## config.mk

```make
export PLATFORM = sky130hd
export DESIGN_NAME = mise_exec
export DESIGN_NICKNAME = d
export VERILOG_FILES = /design/src/rtl/mise_pkg.sv /design/src/rtl/mise_decimal_adjust.sv /design/src/rtl/mise_exec.sv
export SDC_FILE = /design/constraint.sdc
export NUM_CORES = 1
export LEC_CHECK = 0
export BUFFER_PORTS_ARGS = -buffer_cell sky130_fd_sc_hd__buf_2
export CAP_MARGIN = 20
export CORE_MARGIN = 5
export CORE_UTILIZATION = 46
export DETAILED_ROUTE_END_ITERATION = 7
export GPL_TIMING_DRIVEN = 0
export PLACE_DENSITY = 0.89
export SKIP_CTS_REPAIR_TIMING = 1
export SLEW_MARGIN = 20
export SYNTH_ARGS = -nofsm -noshare
export SYNTH_HDL_FRONTEND = slang
export SYNTH_SLANG_ARGS = --single-unit
export TNS_END_PERCENT = 100
```

## constraint.sdc

```tcl
create_clock -name sys_clk_in -period 2.8 [get_ports sys_clk_in]
set_input_delay 0.28 -clock sys_clk_in [delete_from_list [all_inputs] [get_ports sys_clk_in]]
set_output_delay 0.28 -clock sys_clk_in [all_outputs]
set_load 0.1 [all_outputs]
```

## src/rtl/mise_pkg.sv

```systemverilog
/*
  Shared constants and types for the five-instruction execution slice of the core.
  Assumes it is compiled before every module that imports it.
*/
package mise_pkg;

  // ----------------------------------------------------------------
  // widths
  // ----------------------------------------------------------------
  localparam int DATA_W = 8;
  localparam int FILE_ADDR_W = 6;
  localparam int JUMP_W = 9;
  localparam int PC_W = 10;
  localparam int PCHB_JUMP_BIT = 1;

  // ----------------------------------------------------------------
  // decimal adjust constants
  // ----------------------------------------------------------------
  localparam logic [3:0] DA_NIBBLE_LIMIT = 4'h9;
  localparam logic [7:0] DA_LOW_ADJUST = 8'h06;
  localparam logic [7:0] DA_HIGH_ADJUST = 8'h60;
  localparam logic [7:0] DA_BYTE_LIMIT = 8'h99;

  // ----------------------------------------------------------------
  // reset value and decrement step
  // ----------------------------------------------------------------
  localparam logic RST_IRQ_ENABLE = 1'b0;
  localparam logic [7:0] DEC_ONE = 8'h01;

  // ----------------------------------------------------------------
  // operations and states
  // ----------------------------------------------------------------
  typedef enum logic [2:0] {
    decimal_adjust_op,
    decrement_skip_zero_op,
    global_irq_disable_op,
    global_irq_allow_op,
    absolute_jump_op
  } mise_op_t;

  typedef enum logic {
    ST_EXEC,
    ST_DISCARD
  } mise_state_t;

endpackage : mise_pkg

```

## src/rtl/mise_decimal_adjust.sv

```systemverilog
/*
  Combinational decimal adjust of one byte after a binary addition.
  Assumes carry and half-carry reflect the addition that produced the byte.
*/
`timescale 1ns/1ps
module mise_decimal_adjust
  import mise_pkg::*;
(
  // operand and flags
  input wire logic [7:0] value_in,
  input wire logic carry_in,
  input wire logic half_carry_in,
  // result
  output logic [7:0] result_out,
  output logic carry_out
);

  logic [8:0] low_fixed;
  logic high_fix;

  // low nibble correction, carry into bit 8 kept
  always_comb
  begin
    if ((value_in[3:0] > DA_NIBBLE_LIMIT) || half_carry_in)
      low_fixed = {1'b0, value_in} + {1'b0, DA_LOW_ADJUST};
    else
      low_fixed = {1'b0, value_in};
  end

  // high nibble correction and final carry
  assign high_fix = (low_fixed[7:4] > DA_NIBBLE_LIMIT) || carry_in || low_fixed[8];
  assign result_out = high_fix ? (low_fixed[7:0] + DA_HIGH_ADJUST) : low_fixed[7:0];
  assign carry_out = high_fix;

endmodule : mise_decimal_adjust

```

## src/rtl/mise_exec.sv

```systemverilog
/*
  Execute stage for decimal adjust, decrement-skip-if-zero, global interrupt
  disable/allow and absolute jump. One sys_clk edge is one instruction cycle.
  Assumes the register file answers file_rdata_in combinationally for
  file_raddr_out, and that the status register owner applies carry writes.
*/
`timescale 1ns/1ps
module mise_exec
  import mise_pkg::*;
(
  // clock and reset
  input wire logic sys_clk_in,
  input wire logic reset_in,
  // decoded instruction
  input wire logic op_valid_in,
  input wire mise_op_t op_code_in,
  input wire logic [FILE_ADDR_W-1:0] file_addr_in,
  input wire logic dest_bit_in,
  input wire logic [JUMP_W-1:0] jump_target_in,
  output logic op_ready_out,
  output logic discard_out,
  // core state inputs
  input wire logic [DATA_W-1:0] working_register_in,
  input wire logic carry_in,
  input wire logic half_carry_in,
  input wire logic [DATA_W-1:0] pc_high_buffer_in,
  // working register and carry write
  output logic working_register_wr_out,
  output logic [DATA_W-1:0] working_register_out,
  output logic carry_wr_out,
  output logic carry_out,
  // register file
  output logic [FILE_ADDR_W-1:0] file_raddr_out,
  input wire logic [DATA_W-1:0] file_rdata_in,
  output logic file_wr_out,
  output logic [FILE_ADDR_W-1:0] file_waddr_out,
  output logic [DATA_W-1:0] file_wdata_out,
  // program counter and interrupt enable
  output logic pc_load_out,
  output logic [PC_W-1:0] pc_target_out,
  output logic global_irq_enable_bit_out
);

  // ----------------------------------------------------------------
  // decode helpers
  // ----------------------------------------------------------------
  function automatic logic is_op(input logic take, input mise_op_t code, input mise_op_t want);
    is_op = take && (code == want);
  endfunction : is_op

  mise_state_t state_reg;
  logic take;
  logic do_da;
  logic do_dec;
  logic do_dis;
  logic do_allow;
  logic do_jump;
  logic [DATA_W-1:0] dec_result;
  logic dec_zero;
  logic [DATA_W-1:0] da_result;
  logic da_carry;

  // request accepted only in an execute cycle
  assign op_ready_out = (state_reg == ST_EXEC);
  assign discard_out = (state_reg == ST_DISCARD);
  assign take = op_valid_in && op_ready_out;
  assign do_da = is_op(take, op_code_in, decimal_adjust_op);
  assign do_dec = is_op(take, op_code_in, decrement_skip_zero_op);
  assign do_dis = is_op(take, op_code_in, global_irq_disable_op);
  assign do_allow = is_op(take, op_code_in, global_irq_allow_op);
  assign do_jump = is_op(take, op_code_in, absolute_jump_op);

  // decrement datapath
  assign file_raddr_out = file_addr_in;
  assign dec_result = file_rdata_in - DEC_ONE;
  assign dec_zero = (dec_result == '0);

  // decimal adjust unit
  mise_decimal_adjust u_da (
    .value_in(working_register_in),
    .carry_in(carry_in),
    .half_carry_in(half_carry_in),
    .result_out(da_result),
    .carry_out(da_carry)
  );

  // ----------------------------------------------------------------
  // cycle sequencing
  // ----------------------------------------------------------------
  // second cycle of a skip or jump swallows the fetched word
  always_ff @(posedge sys_clk_in)
  begin
    if (reset_in)
      state_reg <= ST_EXEC;
    else
    begin
      unique case (state_reg)
        ST_EXEC:
        begin
          if ((do_dec && dec_zero) || do_jump)
            state_reg <= ST_DISCARD;
        end
        ST_DISCARD:
          state_reg <= ST_EXEC;
      endcase
    end
  end

  // ----------------------------------------------------------------
  // result writes
  // ----------------------------------------------------------------
  // working register write from decimal adjust or decrement
  always_ff @(posedge sys_clk_in)
  begin
    if (reset_in)
    begin
      working_register_wr_out <= 1'b0;
      working_register_out <= '0;
    end
    else
    begin
      working_register_wr_out <= do_da || (do_dec && !dest_bit_in);
      if (do_da)
        working_register_out <= da_result;
      else if (do_dec && !dest_bit_in)
        working_register_out <= dec_result;
    end
  end

  // carry is the only flag touched, and only by decimal adjust
  always_ff @(posedge sys_clk_in)
  begin
    if (reset_in)
    begin
      carry_wr_out <= 1'b0;
      carry_out <= 1'b0;
    end
    else
    begin
      carry_wr_out <= do_da;
      if (do_da)
        carry_out <= da_carry;
    end
  end

  // file register write-back
  always_ff @(posedge sys_clk_in)
  begin
    if (reset_in)
    begin
      file_wr_out <= 1'b0;
      file_waddr_out <= '0;
      file_wdata_out <= '0;
    end
    else
    begin
      file_wr_out <= do_dec && dest_bit_in;
      if (do_dec && dest_bit_in)
      begin
        file_waddr_out <= file_addr_in;
        file_wdata_out <= dec_result;
      end
    end
  end

  // jump target load
  always_ff @(posedge sys_clk_in)
  begin
    if (reset_in)
    begin
      pc_load_out <= 1'b0;
      pc_target_out <= '0;
    end
    else
    begin
      pc_load_out <= do_jump;
      if (do_jump)
        pc_target_out <= {pc_high_buffer_in[PCHB_JUMP_BIT], jump_target_in};
    end
  end

  // global interrupt enable bit
  always_ff @(posedge sys_clk_in)
  begin
    if (reset_in)
      global_irq_enable_bit_out <= RST_IRQ_ENABLE;
    else if (do_dis)
      global_irq_enable_bit_out <= 1'b0;
    else if (do_allow)
      global_irq_enable_bit_out <= 1'b1;
  end

  // ----------------------------------------------------------------
  // checks
  // ----------------------------------------------------------------
  AST_DA_WRITE: assert property (@(posedge sys_clk_in) disable iff (reset_in)
    do_da |=> working_register_wr_out && (working_register_out == $past(da_result)))
    else $error("decimal adjust result not written");

  AST_DA_CARRY: assert property (@(posedge sys_clk_in) disable iff (reset_in)
    do_da |=> carry_wr_out && (carry_out == $past(da_carry)) && !file_wr_out && op_ready_out)
    else $error("decimal adjust carry wrong");

  AST_DA_IDLE: assert property (@(posedge sys_clk_in) disable iff (reset_in)
    (do_da && !carry_in && !half_carry_in && (working_register_in <= DA_BYTE_LIMIT)
      && (working_register_in[3:0] <= DA_NIBBLE_LIMIT))
    |=> (working_register_out == $past(working_register_in)) && !carry_out)
    else $error("decimal adjust changed a valid decimal byte");

  AST_DEC_TO_WREG: assert property (@(posedge sys_clk_in) disable iff (reset_in)
    (do_dec && !dest_bit_in) |=> working_register_wr_out && !file_wr_out
      && (working_register_out == $past(file_rdata_in) - DEC_ONE))
    else $error("decrement to working register wrong");

  AST_DEC_TO_FILE: assert property (@(posedge sys_clk_in) disable iff (reset_in)
    (do_dec && dest_bit_in) |=> file_wr_out && !working_register_wr_out
      && (file_waddr_out == $past(file_addr_in))
      && (file_wdata_out == $past(file_rdata_in) - DEC_ONE))
    else $error("decrement to file register wrong");

  AST_DEC_SKIP: assert property (@(posedge sys_clk_in) disable iff (reset_in)
    (do_dec && (file_rdata_in == DEC_ONE)) |=> discard_out && !op_ready_out ##1 op_ready_out)
    else $error("zero result did not discard one instruction");

  AST_DEC_NOSKIP: assert property (@(posedge sys_clk_in) disable iff (reset_in)
    (do_dec && (file_rdata_in != DEC_ONE)) |=> op_ready_out && !discard_out)
    else $error("nonzero decrement stalled");

  AST_IRQ_OFF: assert property (@(posedge sys_clk_in) disable iff (reset_in)
    do_dis |=> !global_irq_enable_bit_out && !carry_wr_out && op_ready_out)
    else $error("interrupt disable failed");

  AST_IRQ_ON: assert property (@(posedge sys_clk_in) disable iff (reset_in)
    do_allow |=> global_irq_enable_bit_out && !carry_wr_out && op_ready_out)
    else $error("interrupt allow failed");

  AST_DISCARD_NOP: assert property (@(posedge sys_clk_in) disable iff (reset_in)
    discard_out |=> !working_register_wr_out && !carry_wr_out && !file_wr_out && !pc_load_out)
    else $error("discarded word had an effect");

  AST_JUMP_TARGET: assert property (@(posedge sys_clk_in) disable iff (reset_in)
    do_jump |=> pc_load_out && !carry_wr_out
      && (pc_target_out == {$past(pc_high_buffer_in[PCHB_JUMP_BIT]), $past(jump_target_in)}))
    else $error("jump target wrong");

  AST_JUMP_TWO: assert property (@(posedge sys_clk_in) disable iff (reset_in)
    do_jump |=> discard_out ##1 (op_ready_out && !pc_load_out))
    else $error("jump not two cycles");

endmodule : mise_exec

```

==> metrics.txt <==
outcome=completed; WHS Path Cells=2; Yosys warnings=0; RSZ-0062 raised after global routing=no; Slew Limit Fails=0; Via-to-Cell Ratio=5.24; Die Span Y=74.9 um; global placer's final weighted congestion=0.784; syn_nets=276; crit path max-delay cell type=or4b_1; count of cell types in the netlist=47; die area=5610 um^2; most frequent cells in the layout=buf_2 (88), dfxtp_1 (39), nor2_1 (31), nand2_1 (23), a21oi_1 (12); slew margin rel.=66.5%; fin cells=366; number of remaining DRC errors=0; multi-input logic area=1030 um^2; Worst Path Class, Setup=input pin to flop; met2 usage=30.5%; routed len/inst=13.9 um; total negative slack=0 ns; commonest non-fill, non-tap cell in the layout=buf_2; Final period util=75.2%; DRT Wirelength=5090 um; die width=74.9 um; grt ovf=0; 1st-pass router iterations=4; Clock Sinks=39; Worst Min Path Start=reset_in; Crit Path Max Fanout=7; synthesized flop and latch total=39; post-route ant nets=0; hold crit path type=input pin to flop; most frequent CP cell=nor3_1; max-cap violations=0; CP Capture Type=flop; Worst R2R End=working_register_out[2]; GRT busiest layer=met2; measured slew at the worst slew-check pin=0.507 ns; root buffer cell=clkbuf_8; setup violators final=0; core region area=4030 um^2; FF/Latch Area=781 um^2; Critical Path, Cell by Cell=buf_2 -> nor3_1 -> nor3_1 -> xnor2_1 -> ha_1 -> nor2_1 -> a32oi_1 -> o21ai_0 -> or4b_1 -> nand3_1; initial antenna violation count=0; Largest stage delay, worst path=0.50 ns; pin count of the biggest net entering global routing=14; Reg2Reg Launch Point=discard_out; CTS max path bufs=2; peak supply drop=383 uV; fmax=475 MHz; Filler Cell Count=366; GRT Util Overall=18.0%; Critical Path AT=2.34 ns; Final Hold Fails=0; r2r worst-path depth=6; # IOs=94; routed vias=1919; Initial DRC Count=73; initial core utilization=48.1%; hold path endpoint=carry_wr_out; Power Density=533 nW/um^2; later-pin clock latency in the skew report=0.29 ns; post-synthesis cell count=224; number of global-route vias before repair=1821; share of cells above drive strength 1=35.8%; r2r setup slk=0.93 ns; CTS H-tree lvls=2; sequential fraction of the synthesis area=40.3%; Pleak=1.20 nW; most used flip-flop cell after synthesis=dfxtp_1; placed insts=358; Post-synth EDFFs=0; global-route met1 utilization=21.2%; clk_skew=0.00337 ns; Mean Syn Cell Area=8.65 um^2; Synth Cell Area=1940 um^2; first-pass GRT wire length=7810 um; clock period minus worst slack=2.11 ns; Layout Nets=367; # diodes=0; CTS tree=built; startpoint types=input pin; Port Buf Inserts=84; Async SR Flop Fraction=0%; Cell Rows=23; GR met3 Demand/Resource=5.74%; hpwl dp=3930 um; required time worst endpoint=3.04 ns; CTS Buf Count=5; clk slew on worst S/H paths=0.08 ns; Layout area overhead=30.7%
-- worst max path at each step --
| stage | start | end | slack (ns) | depth (start not counted) |
|---|---|---|---|---|
| after global placement | working_register_in[1] | working_register_out[7] | 0.46 | 11 |
| final | working_register_in[1] | working_register_out[7] | 0.69 | 10 |
| after detailed placement | working_register_in[1] | working_register_out[7] | 0.39 | 10 |
| after CTS | working_register_in[1] | working_register_out[7] | 0.69 | 10 |
| after global routing | working_register_in[1] | working_register_out[7] | 0.59 | 10 |
| after floorplan | discard_out | pc_target_out[9] | 0.1 | 5 |
-- cell families after synthesis --
logic type | Yosys count | synth area share, %
compound gates | 46 | 16.3
xor+xnor | 10 | 4.52
fa+ha+maj | 4 | 2.58
buf+inv | 24 | 6.46
flops | 39 | 40.3
mux | 12 | 6.26
simple gates | 89 | 23.6
-- through the flow --
step           utilization [%]  worst slack [ns]  hold slack (ns)  instance area, um^2  power, mW
3_5_place_dp              60.1             0.390            0.446                 2420      0.898
6_report                  62.9             0.694            0.206                 2530       1.35
4_1_cts                   62.9             0.694            0.200                 2530       1.36
2_1_floorplan                -            0.0975            0.357                 1940      0.819
3_3_place_gp              60.1             0.455            0.440                 2420      0.893
5_1_grt                   62.9             0.593            0.204                 2530       1.40
-- registers in the layout, summed over array words and instances (netlist names) --
| register | count |
|---|---|
| global_irq_enable_bit_out | 1 |
| working_register_out | 8 |
| working_register_wr_out | 1 |
| carry_out | 1 |
| file_wr_out | 1 |
| pc_load_out | 1 |
| file_waddr_out | 6 |
| file_wdata_out | 8 |
| pc_target_out | 10 |
| discard_out | 1 |
| carry_wr_out | 1 |
-- cell usage after synthesis, drive strengths merged (6+ instances only) --
cell type,count,area (um^2)
o21ai,8,40.0
mux2i,11,110
dfxtp,39,781
a211oi,9,72.6
a21oi,12,60.1
nand2,23,86.3
nor3,8,40.0
xnor2,6,52.6
nor2,33,129
clkbuf,6,22.5
inv,7,26.3
buf,11,76.3
-- metal layers --
layer	up-vias	part of all wire, %	routed length (um)
met5	-	0	0
met1	878	42	2160
met2	65	48	2450
met3	10	7.3	370
li1	966	-	-
met4	0	2.1	108
-- worst max-delay path, delay by kind of cell --
| family | cells | cell delay [ns] |
|---|---|---|
| AND/OR/NAND/NOR | 5 | 1.20 |
| AO/OA/AOI/OAI | 2 | 0.25 |
| buffers and inverters | 1 | 0.14 |
| XOR/XNOR | 1 | 0.25 |
| adder cells (fa/ha/maj) | 1 | 0.23 |
-- report_power, final --
part	switching, mW	internal, mW
Clock	0.197	0.265
Combinational	0.229	0.0830
Sequential	0.00702	0.568
Total	0.433	0.916
-- layout make-up --
| type | count | area share [%] |
|---|---|---|
| plain buffers | 17 | 3.90 |
| clock buffers | 5 | 2.72 |
| clock inverters | 3 | 1.73 |
| inverters | 7 | 1.04 |
| multi-input cells | 161 | 40.7 |
| flip-flops and latches | 39 | 30.8 |
| well taps | 50 | 2.47 |
| repair buffers | 84 | 16.6 |
Power figures use the tool's default switching activity.
